## config.mk

```make
export PLATFORM = sky130hd
export DESIGN_NAME = bip_top
export DESIGN_NICKNAME = d
export VERILOG_FILES = /design/src/logic/bip_pkg.sv /design/src/logic/bip_sync.sv /design/src/logic/bip_top.sv
export SDC_FILE = /design/constraint.sdc
export NUM_CORES = 1
export LEC_CHECK = 0
export ABC_AREA = 1
export ABC_CLOCK_PERIOD_IN_PS = 3350
export BUFFER_PORTS_ARGS = -buffer_cell sky130_fd_sc_hd__clkbuf_2
export CAP_MARGIN = 20
export CELL_PAD_IN_SITES_DETAIL_PLACEMENT = 1
export CELL_PAD_IN_SITES_GLOBAL_PLACEMENT = 2
export CORE_MARGIN = 2
export CORE_UTILIZATION = 33
export CTS_CLUSTER_DIAMETER = 120
export DETAILED_ROUTE_END_ITERATION = 16
export PLACE_DENSITY_LB_ADDON = 0.05
export SLEW_MARGIN = 20
export SYNTH_ARGS = -nofsm -noshare
export SYNTH_HDL_FRONTEND = slang
export SYNTH_HIERARCHICAL = 1
export SYNTH_SLANG_ARGS = --single-unit
export TNS_END_PERCENT = 10
```

## constraint.sdc

```tcl
create_clock -name clk_in -period 3.35 [get_ports clk_in]
set_input_delay 1.005 -clock clk_in [delete_from_list [all_inputs] [get_ports clk_in]]
set_output_delay 1.005 -clock clk_in [all_outputs]
set_load 0.005 [all_outputs]
```

## src/logic/bip_pkg.sv

```systemverilog
// Constants and types shared by the board interrupt prioritizer.
package bip_pkg;

    // Processor priority levels given to each on-card source.
    localparam logic [2:0] LVL_IDLE = 3'h0;
    localparam logic [2:0] LVL_VSB = 3'h1;
    localparam logic [2:0] LVL_SCC = 3'h2;
    localparam logic [2:0] LVL_SCSI = 3'h4;
    localparam logic [2:0] LVL_CPIO = 3'h6;
    localparam logic [2:0] LVL_PARITY = 3'h7;

    // Autovector for level n is this base plus n; the base itself is the
    // spurious vector, which the board never produces.
    localparam logic [7:0] AUTOVEC_BASE = 8'h18;
    localparam logic [7:0] VECTOR_RST = 8'h00;

    // Suggested vector register contents, used as parameter defaults.
    localparam logic [7:0] SCC1_BASE_DEF = 8'h50;
    localparam logic [7:0] SCC2_BASE_DEF = 8'h51;
    localparam logic [7:0] CPIO_PA_BASE_DEF = 8'h41;
    localparam logic [7:0] CPIO_PB_BASE_DEF = 8'h40;
    localparam logic [7:0] CPIO_CT_BASE_DEF = 8'h60;

    // Request counts per source group.
    localparam int CPIO_N = 5;
    localparam int SCC_N = 12;
    localparam int SCC_PER_PORT = 3;
    localparam int SCC1_PORTS = 2;
    localparam int VME_N = 7;

    // Counter/parallel-I/O request bit positions, highest rank on top.
    localparam logic [3:0] CPIO_T3 = 4'h4;
    localparam logic [3:0] CPIO_PA = 4'h3;
    localparam logic [3:0] CPIO_T2 = 4'h2;
    localparam logic [3:0] CPIO_PB = 4'h1;
    localparam logic [3:0] CPIO_T1 = 4'h0;

    // Cause codes placed in the middle vector bits.
    localparam logic [2:0] CT_CAUSE_T3 = 3'h0;
    localparam logic [2:0] CT_CAUSE_T2 = 3'h1;
    localparam logic [2:0] CT_CAUSE_T1 = 3'h2;
    localparam logic [2:0] SCC_CAUSE_RX = 3'h2;
    localparam logic [2:0] SCC_CAUSE_TX = 3'h0;
    localparam logic [2:0] SCC_CAUSE_ST = 3'h1;
    localparam logic [2:0] SCC_CAUSE_FIRST = 3'h4;

    typedef enum logic [1:0] {
        BIP_IDLE = 2'h0,
        BIP_SEL = 2'h1,
        BIP_WAIT = 2'h3,
        BIP_HOLD = 2'h2
    } bip_state_t;

endpackage : bip_pkg

```

## src/logic/bip_sync.sv

```systemverilog
// Two-flop synchroniser for a group of asynchronous inputs.
`timescale 1ns/1ps
module bip_sync #(
    parameter int W = 1
) (
    input wire logic clk_in,
    input wire logic nrst_in,
    input wire logic [W-1:0] d_in,
    output logic [W-1:0] q_out
);
    logic [W-1:0] meta_r;
    logic [W-1:0] meta_nxt;
    logic [W-1:0] sync_r;
    logic [W-1:0] sync_nxt;

    // The first stage feeds only the second stage.
    always_comb begin
        meta_nxt = d_in;
        sync_nxt = meta_r;
    end

    always_ff @(posedge clk_in) begin
        if (!nrst_in) begin
            meta_r <= '0;
            sync_r <= '0;
        end else begin
            meta_r <= meta_nxt;
            sync_r <= sync_nxt;
        end
    end

    assign q_out = sync_r;
endmodule : bip_sync

```

## src/logic/bip_top.sv

```systemverilog
// Board interrupt prioritizer: level encoding and acknowledge steering.
`timescale 1ns/1ps

// How it works
// - On-card level 7 is never masked here; backplane IRQ7 follows its enable.
// - Parity error and ACFAIL autovector at level 7.
// - Counter/PIO unit vectored at level 6, ranked.
// - SCSI autovectors at level 4.
// - Serial controllers vectored at level 2, ranked.
// - VSB autovectors at level 1.
// - Backplane IRQn is level n, vector passed.
// - On-card source beats backplane at same level.
// - Backplane requests gated by unit mask outputs.
// - Vectored sources return cause dependent vectors.
// - Cause varies only middle vector bits.
// - Per source enables reshape effective priority.
// - Watchdog or mapping fault raises bus error.
// - Autovector is 24 plus level, never 24.
module bip_top #(
    parameter logic [7:0] SCC1_BASE = bip_pkg::SCC1_BASE_DEF,
    parameter logic [7:0] SCC2_BASE = bip_pkg::SCC2_BASE_DEF,
    parameter logic [7:0] CPIO_PA_BASE = bip_pkg::CPIO_PA_BASE_DEF,
    parameter logic [7:0] CPIO_PB_BASE = bip_pkg::CPIO_PB_BASE_DEF,
    parameter logic [7:0] CPIO_CT_BASE = bip_pkg::CPIO_CT_BASE_DEF
) (
    input wire logic clk_in,
    input wire logic nrst_in,
    input wire logic parity_err_in,
    input wire logic acfail_in,
    input wire logic [bip_pkg::CPIO_N-1:0] cpio_req_in,
    input wire logic [bip_pkg::CPIO_N-1:0] cpio_en_in,
    input wire logic [2:0] cpio_pa_cause_in,
    input wire logic [2:0] cpio_pb_cause_in,
    input wire logic scsi_irq_in,
    input wire logic [bip_pkg::SCC_N-1:0] scc_req_in,
    input wire logic [bip_pkg::SCC_N-1:0] scc_en_in,
    input wire logic vsb_irq_in,
    input wire logic [bip_pkg::VME_N-1:0] vme_irq_n_in,
    input wire logic [bip_pkg::VME_N-1:0] vme_irq_en_in,
    input wire logic vme_vec_ready_in,
    input wire logic [7:0] vme_vector_in,
    input wire logic iack_in,
    input wire logic [2:0] iack_level_in,
    input wire logic watchdog_in,
    input wire logic mmu_fault_in,
    output logic [2:0] int_level_out,
    output logic avec_out,
    output logic [7:0] vector_out,
    output logic vector_valid_out,
    output logic cpio_iack_out,
    output logic scc1_iack_out,
    output logic scc2_iack_out,
    output logic vme_iack_out,
    output logic [2:0] vme_iack_level_out,
    output logic berr_out
);
    localparam int SYNC_W = 2 * bip_pkg::CPIO_N + 6 + 2 * bip_pkg::SCC_N
        + 2 * bip_pkg::VME_N + 8 + 3 + 8;
    logic [SYNC_W-1:0] raw_w;
    logic [SYNC_W-1:0] syn_w;
    logic parity_s;
    logic acfail_s;
    logic [bip_pkg::CPIO_N-1:0] cpio_req_s;
    logic [bip_pkg::CPIO_N-1:0] cpio_en_s;
    logic [2:0] pa_cause_s;
    logic [2:0] pb_cause_s;
    logic scsi_s;
    logic [bip_pkg::SCC_N-1:0] scc_req_s;
    logic [bip_pkg::SCC_N-1:0] scc_en_s;
    logic vsb_s;
    logic [bip_pkg::VME_N-1:0] vme_irq_n_s;
    logic [bip_pkg::VME_N-1:0] vme_en_s;
    logic vme_ready_s;
    logic [7:0] vme_vector_s;
    logic iack_s;
    logic [2:0] iack_lvl_s;
    logic wdog_s;
    logic mmu_s;
    // Every processor-side and source-side signal is off-domain.
    assign raw_w = {parity_err_in, acfail_in, cpio_req_in, cpio_en_in,
                    cpio_pa_cause_in, cpio_pb_cause_in, scsi_irq_in,
                    scc_req_in, scc_en_in, vsb_irq_in, vme_irq_n_in,
                    vme_irq_en_in, vme_vec_ready_in, vme_vector_in,
                    iack_in, iack_level_in, watchdog_in, mmu_fault_in};
    bip_sync #(
        .W(SYNC_W)
    ) u_sync (
        .clk_in(clk_in),
        .nrst_in(nrst_in),
        .d_in(raw_w),
        .q_out(syn_w)
    );
    assign {parity_s, acfail_s, cpio_req_s, cpio_en_s, pa_cause_s,
            pb_cause_s, scsi_s, scc_req_s, scc_en_s, vsb_s, vme_irq_n_s,
            vme_en_s, vme_ready_s, vme_vector_s, iack_s, iack_lvl_s,
            wdog_s, mmu_s} = syn_w;
    // Index of the highest set bit; bit 0 when nothing is set.
    function automatic logic [3:0] top_idx(input logic [15:0] v);
        logic [3:0] idx;
        idx = 4'h0;
        for (int i = 0; i < 16; i++) begin
            if (v[i]) begin
                idx = 4'(i);
            end
        end
        return idx;
    endfunction : top_idx
    logic [bip_pkg::CPIO_N-1:0] cpio_act;
    logic [bip_pkg::SCC_N-1:0] scc_act;
    logic [7:0] onc_w;
    logic [7:0] vme_act;
    logic [7:0] pend_w;
    assign cpio_act = cpio_req_s & cpio_en_s;
    assign scc_act = scc_req_s & scc_en_s;
    // Each backplane line is gated by its mask output from the unit.
    assign vme_act[0] = 1'b0;
    for (genvar g = 0; g < bip_pkg::VME_N; g++) begin : g_vme
        assign vme_act[g+1] = ~vme_irq_n_s[g] & vme_en_s[g];
    end
    always_comb begin
        onc_w = 8'h00;
        onc_w[bip_pkg::LVL_PARITY] = parity_s | acfail_s;
        onc_w[bip_pkg::LVL_CPIO] = |cpio_act;
        onc_w[bip_pkg::LVL_SCSI] = scsi_s;
        onc_w[bip_pkg::LVL_SCC] = |scc_act;
        onc_w[bip_pkg::LVL_VSB] = vsb_s;
    end

    // No level mask here: parity and ACFAIL always reach level 7; backplane IRQ7 is gated by its enable.
    assign pend_w = onc_w | vme_act;
    // Vector of the highest ranked counter/parallel-I/O cause.
    logic [3:0] cpio_idx;
    logic [7:0] cpio_vec;
    always_comb begin
        cpio_idx = top_idx(16'(cpio_act));
        case (cpio_idx)
            bip_pkg::CPIO_T3: cpio_vec = {CPIO_CT_BASE[7:4],
                bip_pkg::CT_CAUSE_T3, CPIO_CT_BASE[0]};
            bip_pkg::CPIO_PA: cpio_vec = {CPIO_PA_BASE[7:4],
                pa_cause_s, CPIO_PA_BASE[0]};
            bip_pkg::CPIO_T2: cpio_vec = {CPIO_CT_BASE[7:4],
                bip_pkg::CT_CAUSE_T2, CPIO_CT_BASE[0]};
            bip_pkg::CPIO_PB: cpio_vec = {CPIO_PB_BASE[7:4],
                pb_cause_s, CPIO_PB_BASE[0]};
            default: cpio_vec = {CPIO_CT_BASE[7:4],
                bip_pkg::CT_CAUSE_T1, CPIO_CT_BASE[0]};
        endcase
    end

    // Serial requests run from bit 11 (first port, receive) downward.
    logic [3:0] scc_idx;
    logic [3:0] scc_rel;
    logic [3:0] scc_port;
    logic [3:0] scc_kind;
    logic [2:0] scc_cause;
    logic [7:0] scc_base;
    logic [7:0] scc_vec;
    logic scc_first_ctl;
    always_comb begin
        scc_idx = top_idx(16'(scc_act));
        scc_rel = 4'(bip_pkg::SCC_N - 1) - scc_idx;
        scc_port = 4'(scc_rel / 4'(bip_pkg::SCC_PER_PORT));
        scc_kind = 4'(scc_rel - 4'(scc_port * 4'(bip_pkg::SCC_PER_PORT)));
        scc_first_ctl = scc_port < 4'(bip_pkg::SCC1_PORTS);
        case (scc_kind)
            4'h0: scc_cause = bip_pkg::SCC_CAUSE_RX;
            4'h1: scc_cause = bip_pkg::SCC_CAUSE_TX;
            default: scc_cause = bip_pkg::SCC_CAUSE_ST;
        endcase
        if (!scc_port[0]) begin
            scc_cause = scc_cause | bip_pkg::SCC_CAUSE_FIRST;
        end
        scc_base = scc_first_ctl ? SCC1_BASE : SCC2_BASE;
        scc_vec = {scc_base[7:4], scc_cause, scc_base[0]};
    end
    // Level encoder and bus error, both refreshed every cycle.
    logic [2:0] int_level_r;
    logic [2:0] int_level_nxt;
    logic berr_r;
    logic berr_nxt;
    always_comb begin
        int_level_nxt = bip_pkg::LVL_IDLE;
        if (|pend_w) begin
            int_level_nxt = 3'(top_idx(16'(pend_w)));
        end
        berr_nxt = wdog_s | mmu_s;
    end

    always_ff @(posedge clk_in) begin
        if (!nrst_in) begin
            int_level_r <= bip_pkg::LVL_IDLE;
            berr_r <= 1'b0;
        end else begin
            int_level_r <= int_level_nxt;
            berr_r <= berr_nxt;
        end
    end

    // Acknowledge sequencer. The level is latched on entry so that a
    // source changing mid-cycle cannot redirect the acknowledge.
    bip_pkg::bip_state_t state_r;
    bip_pkg::bip_state_t state_nxt;
    logic [2:0] ack_lvl_r;
    logic [2:0] ack_lvl_nxt;
    logic avec_r;
    logic avec_nxt;
    logic [7:0] vector_r;
    logic [7:0] vector_nxt;
    logic valid_r;
    logic valid_nxt;
    logic cpio_iack_r;
    logic cpio_iack_nxt;
    logic scc1_iack_r;
    logic scc1_iack_nxt;
    logic scc2_iack_r;
    logic scc2_iack_nxt;
    logic vme_iack_r;
    logic vme_iack_nxt;
    logic [2:0] vme_lvl_r;
    logic [2:0] vme_lvl_nxt;
    logic is_avec;
    assign is_avec = (ack_lvl_r == bip_pkg::LVL_PARITY)
        || (ack_lvl_r == bip_pkg::LVL_SCSI)
        || (ack_lvl_r == bip_pkg::LVL_VSB);
    always_comb begin
        state_nxt = state_r;
        ack_lvl_nxt = ack_lvl_r;
        avec_nxt = avec_r;
        vector_nxt = vector_r;
        valid_nxt = valid_r;
        cpio_iack_nxt = cpio_iack_r;
        scc1_iack_nxt = scc1_iack_r;
        scc2_iack_nxt = scc2_iack_r;
        vme_iack_nxt = vme_iack_r;
        vme_lvl_nxt = vme_lvl_r;
        case (state_r)
            bip_pkg::BIP_IDLE: begin
                if (iack_s) begin
                    ack_lvl_nxt = iack_lvl_s;
                    state_nxt = bip_pkg::BIP_SEL;
                end
            end
            bip_pkg::BIP_SEL: begin
                state_nxt = bip_pkg::BIP_HOLD;
                valid_nxt = 1'b1;
                if (!iack_s) begin
                    valid_nxt = 1'b0;
                    state_nxt = bip_pkg::BIP_IDLE;
                end else if (onc_w[ack_lvl_r] && is_avec) begin
                    avec_nxt = 1'b1;
                    vector_nxt = 8'(bip_pkg::AUTOVEC_BASE
                        + {5'h00, ack_lvl_r});
                end else if (onc_w[ack_lvl_r]
                             && ack_lvl_r == bip_pkg::LVL_CPIO) begin
                    cpio_iack_nxt = 1'b1;
                    vector_nxt = cpio_vec;
                end else if (onc_w[ack_lvl_r]
                             && ack_lvl_r == bip_pkg::LVL_SCC) begin
                    scc1_iack_nxt = scc_first_ctl;
                    scc2_iack_nxt = !scc_first_ctl;
                    vector_nxt = scc_vec;
                end else begin
                    // Unclaimed levels go to the backplane; a missing
                    // interrupter ends in a watchdog bus error.
                    valid_nxt = 1'b0;
                    vme_iack_nxt = 1'b1;
                    vme_lvl_nxt = ack_lvl_r;
                    state_nxt = bip_pkg::BIP_WAIT;
                end
            end
            bip_pkg::BIP_WAIT: begin
                if (!iack_s) begin
                    vme_iack_nxt = 1'b0;
                    state_nxt = bip_pkg::BIP_IDLE;
                end else if (vme_ready_s) begin
                    vector_nxt = vme_vector_s;
                    valid_nxt = 1'b1;
                    state_nxt = bip_pkg::BIP_HOLD;
                end
            end
            default: begin
                if (!iack_s) begin
                    avec_nxt = 1'b0;
                    valid_nxt = 1'b0;
                    cpio_iack_nxt = 1'b0;
                    scc1_iack_nxt = 1'b0;
                    scc2_iack_nxt = 1'b0;
                    vme_iack_nxt = 1'b0;
                    state_nxt = bip_pkg::BIP_IDLE;
                end
            end
        endcase
    end

    always_ff @(posedge clk_in) begin
        if (!nrst_in) begin
            state_r <= bip_pkg::BIP_IDLE;
            ack_lvl_r <= bip_pkg::LVL_IDLE;
            avec_r <= 1'b0;
            vector_r <= bip_pkg::VECTOR_RST;
            valid_r <= 1'b0;
            cpio_iack_r <= 1'b0;
            scc1_iack_r <= 1'b0;
            scc2_iack_r <= 1'b0;
            vme_iack_r <= 1'b0;
            vme_lvl_r <= bip_pkg::LVL_IDLE;
        end else begin
            state_r <= state_nxt;
            ack_lvl_r <= ack_lvl_nxt;
            avec_r <= avec_nxt;
            vector_r <= vector_nxt;
            valid_r <= valid_nxt;
            cpio_iack_r <= cpio_iack_nxt;
            scc1_iack_r <= scc1_iack_nxt;
            scc2_iack_r <= scc2_iack_nxt;
            vme_iack_r <= vme_iack_nxt;
            vme_lvl_r <= vme_lvl_nxt;
        end
    end

    assign int_level_out = int_level_r;
    assign berr_out = berr_r;
    assign avec_out = avec_r;
    assign vector_out = vector_r;
    assign vector_valid_out = valid_r;
    assign cpio_iack_out = cpio_iack_r;
    assign scc1_iack_out = scc1_iack_r;
    assign scc2_iack_out = scc2_iack_r;
    assign vme_iack_out = vme_iack_r;
    assign vme_iack_level_out = vme_lvl_r;
endmodule : bip_top

```

==> impl_metrics.py <==
metrics = {
    "drt": {
        "wl_per_cell_um": 11.9,
        "vias": 4622,
        "first_iter_violations": 134,
        "firstDrtPassIters": 4,
        "drt_wl_total_um": 13300,
        "detail-route-antenna-nets": 0,
        "route.detailed.drc": 0,
        "viasPerCell": 4.14,
    },
    "synthesis": {
        "synth_nets": 864,
        "yosys_warnings": 6,
        "seq_area_frac_synth_pct": 55.2,
        "yosysUniqueCellTypes": 37,
        "ys_seq_elements": 172,
        "syn_inst": 775,
        "avgSynthCellArea_um2": 8.05,
        "yosysTopAreaCell": "dfxtp_1",
        "synthArstFlopShare_pct": 0,
        "synthFlopType": "dfxtp_1",
        "yosys-top-cells-area": "dfxtp_1, nand2_1, inv_1, a21oi_1, ha_1",
        "synth.top_cells.by_count": "nand2_1, inv_1, dfxtp_1",
        "yosysMostFrequentCell": "nand2_1",
        "synth-edff-count": 0,
        "syn_area_um2": 6240,
        "netlist.area_leader.share_pct": 55.2,
    },
    "timing": {
        "fmax_mhz": 323,
        "setup_violations": 0,
        "post-route-period-util_pct": 92.4,
        "drv_slew": 0,
        "hold_viol": 0,
        "period_needed_ps": 3100,
        "fin_skew_ps": 9.35,
        "worstMarginPinSlew_ps": 539,
        "setup_ws_ps": 253,
        "slew_headroom_pct": 64.1,
    },
    "clock_tree": {
        "clk_latency_ps": 420,
        "clockBufferDepth": 2,
        "path_clk_slew_ps": 70,
        "htree_levels": 4,
        "cts_tree": "done",
        "root_buffer": "clkbuf_16",
        "cts_hold_buf": 0,
        "cts.sink_count": 172,
        "cts_made_buffers": 17,
    },
    "power": {
        "p_per_area_nw_per_um2": 635,
        "cellLeakagePower_uw": 0.00442,
        "swShare_pct": 26.2,
        "combPwrFrac_pct": 11.3,
        "p_sw_uw": 1240,
        "seqPwrFrac_pct": 46.7,
        "vdd_drop_max_mv": 0.295,
        "clockPowerShare_pct": 42.0,
        "p_int_uw": 3500,
    },
    "die": {
        "start_util_pct": 33.5,
        "die_h_um": 141,
        "die-area_um2": 20000,
        "die_x_um": 141,
        "coreArea_um2": 18600,
        "ioPinCount": 96,
        "fp-row-count": 50,
    },
    "critical_path": {
        "startpoint_type": "flip-flop",
        "path_max_fanout": 2,
        "critPathKind": "flip-flop to flip-flop",
        "crit_arrival_ps": 3430,
        "crit_path_end_kind": "flip-flop",
        "cp.required_ps": 3690,
        "r2r_cells": 26,
    },
    "cells_and_area": {
        "syn2layout_area_growth_pct": 19.5,
        "nNetsFinal": 959,
        "finalNonFillerCells": 1117,
        "utilization_pct": 40.0,
        "n_fill_cell": 2298,
        "diodes": 0,
        "drive_gt1_share_pct": 19.0,
    },
    "job": {
        "maxCapViolations": 0,
    },
    "grt": {
        "grt_max_degree": 61,
        "grt_pass1_vias": 4925,
        "grt_busiest_layer": "met2",
        "grt_use_met2_pct": 24.0,
        "grt_pass1_wl_um": 22900,
        "antenna_found_initial": 0,
        "grt_use_met1_pct": 18.4,
        "use_met3_pct": 2.77,
        "grt_remaining_overflow": 0,
        "grt.total_usage_pct": 14.3,
    },
    "placement": {
        "dp.cells": 1083,
        "dp_slack_ps": 104,
        "portBuffers": 95,
        "gp_congestion": 0.770,
        "place_hpwl_um": 9840,
    },
    "status": {
        "status": "finished, final reports clean",
    },
    "hold_path": {
        "hold_path.class": "flip-flop to flip-flop",
        "hold-path-cell-count": 2,
    },
}
repair_timing:
item / CTS / global route
endpoints found under the setup margin: 0 / 2
setup buffers: 0 / 2
resized for setup: 0 / 12
power by group through the flow:
stage          logic (uW)  clock network, uW  registers [uW]
2_1_floorplan         381                  0            2250
3_3_place_gp          518                  0            2260
3_5_place_dp          534                  0            2260
4_1_cts               538               2050            2210
5_1_grt               627               2130            2230
6_report              536               1990            2210
through the flow:
stage / hold slack (ps) / setup TNS [ps] / instance area, um2 / total power, uW
global route: 438 / -37.2 / 7460 / 4990
floorplan: 390 / 0 / 6240 / 2630
global placement: 398 / 0 / 6820 / 2780
detailed placement: 401 / 0 / 6820 / 2800
finish: 414 / 0 / 7460 / 4740
CTS: 418 / 0 / 7410 / 4800
layout by cell type (no fill, tap or decap), types with 2 or more instances in the layout:
cell and n:
nand2_1 229, inv_1 187, dfxtp_1 172, clkbuf_2 94, a21oi_1 32, nor2_1 29
o21ai_0 19, clkbuf_16 17, nand3_1 14, nand2_2 13, ha_1 12, inv_2 6
buf_4 5, nand2_4 4, o211ai_1 4, nand4_1 3, a21oi_2 3, clkinv_4 3
inv_6 3, nor2_4 2, nor2_2 2, o21ai_1 2, a31oi_1 2, bufinv_16 2
clkinvlp_4 2, inv_8 2
worst paths after layout:
| check | start | end | slack, ps |
|---|---|---|---|
| max | u_sync/q_out[34]$_SDFF_PN0_ | vector_out[2]$_SDFFE_PN0P_ | 250 |
| min | u_sync/meta_r[46]$_SDFF_PN0_ | u_sync/q_out[46]$_SDFF_PN0_ | 410 |
| max reg2reg | u_sync/q_out[34]$_SDFF_PN0_ | vector_out[2]$_SDFFE_PN0P_ | 250 |
| min reg2reg | u_sync/meta_r[46]$_SDFF_PN0_ | u_sync/q_out[46]$_SDFF_PN0_ | 410 |
metal layers:
metal  vias up  routed length, um
met5         -                  0
met4         0                187
met3        14                369
met2        66               6190
met1      2112               6510
li1       2430                  -
cell type report:
class | instances | area (um2) | share of cell area (%)
Inverter | 193 | 724 | 9.72
Tap cell | 234 | 293 | 3.93
Timing Repair Buffer | 100 | 528 | 7.08
Sequential cell | 172 | 3440 | 46.2
Multi-Input combinational cell | 386 | 1870 | 25.1
Clock inverter | 13 | 155 | 2.08
Clock buffer | 19 | 443 | 5.94
sequential cells by signal (all words and copies together), names as in the netlist:
signal	cells
scc1_iack_out	1
vector_out	8
scc2_iack_out	1
berr_out	1
vme_iack_out	1
ack_lvl_r	3
u_sync/q_out	73
avec_out	1
cpio_iack_out	1
vector_valid_out	1
int_level_out	3
vme_iack_level_out	3
u_sync/meta_r	73
state_r	2
worst max-delay path, stage by stage, from the launching register on:
cell      delay [ps]
dfxtp_1          310
nand2_1           60
nand2_1           70
inv_1             50
nand2_2           50
nand2_2           50
nand3_2           70
nand2_2           70
inv_2             50
ha_2             160
inv_1             40
ha_1             270
inv_1             40
nor2_1            80
nand2_1           70
nand2_2           70
nand2_2           60
ha_1             270
inv_1             90
fa_1             440
a21oi_2          110
o211ai_1         120
nor2_1           110
o21ai_0           80
nand2_1           70
nand2_1           40
a21oi_1          120
cell families after synthesis:
| family | synth area share (%) |
|---|---|
| and+or+nand+nor | 20.2 |
| buffers and inverters | 15.3 |
| DFF | 55.2 |
| AOI/OAI and AO/OA | 6.18 |
| adders and majority gates | 2.93 |
| xor gates and xnor gates | 0.140 |
| other | 0.0601 |
Note: power is estimated with default switching activity, not from simulation.
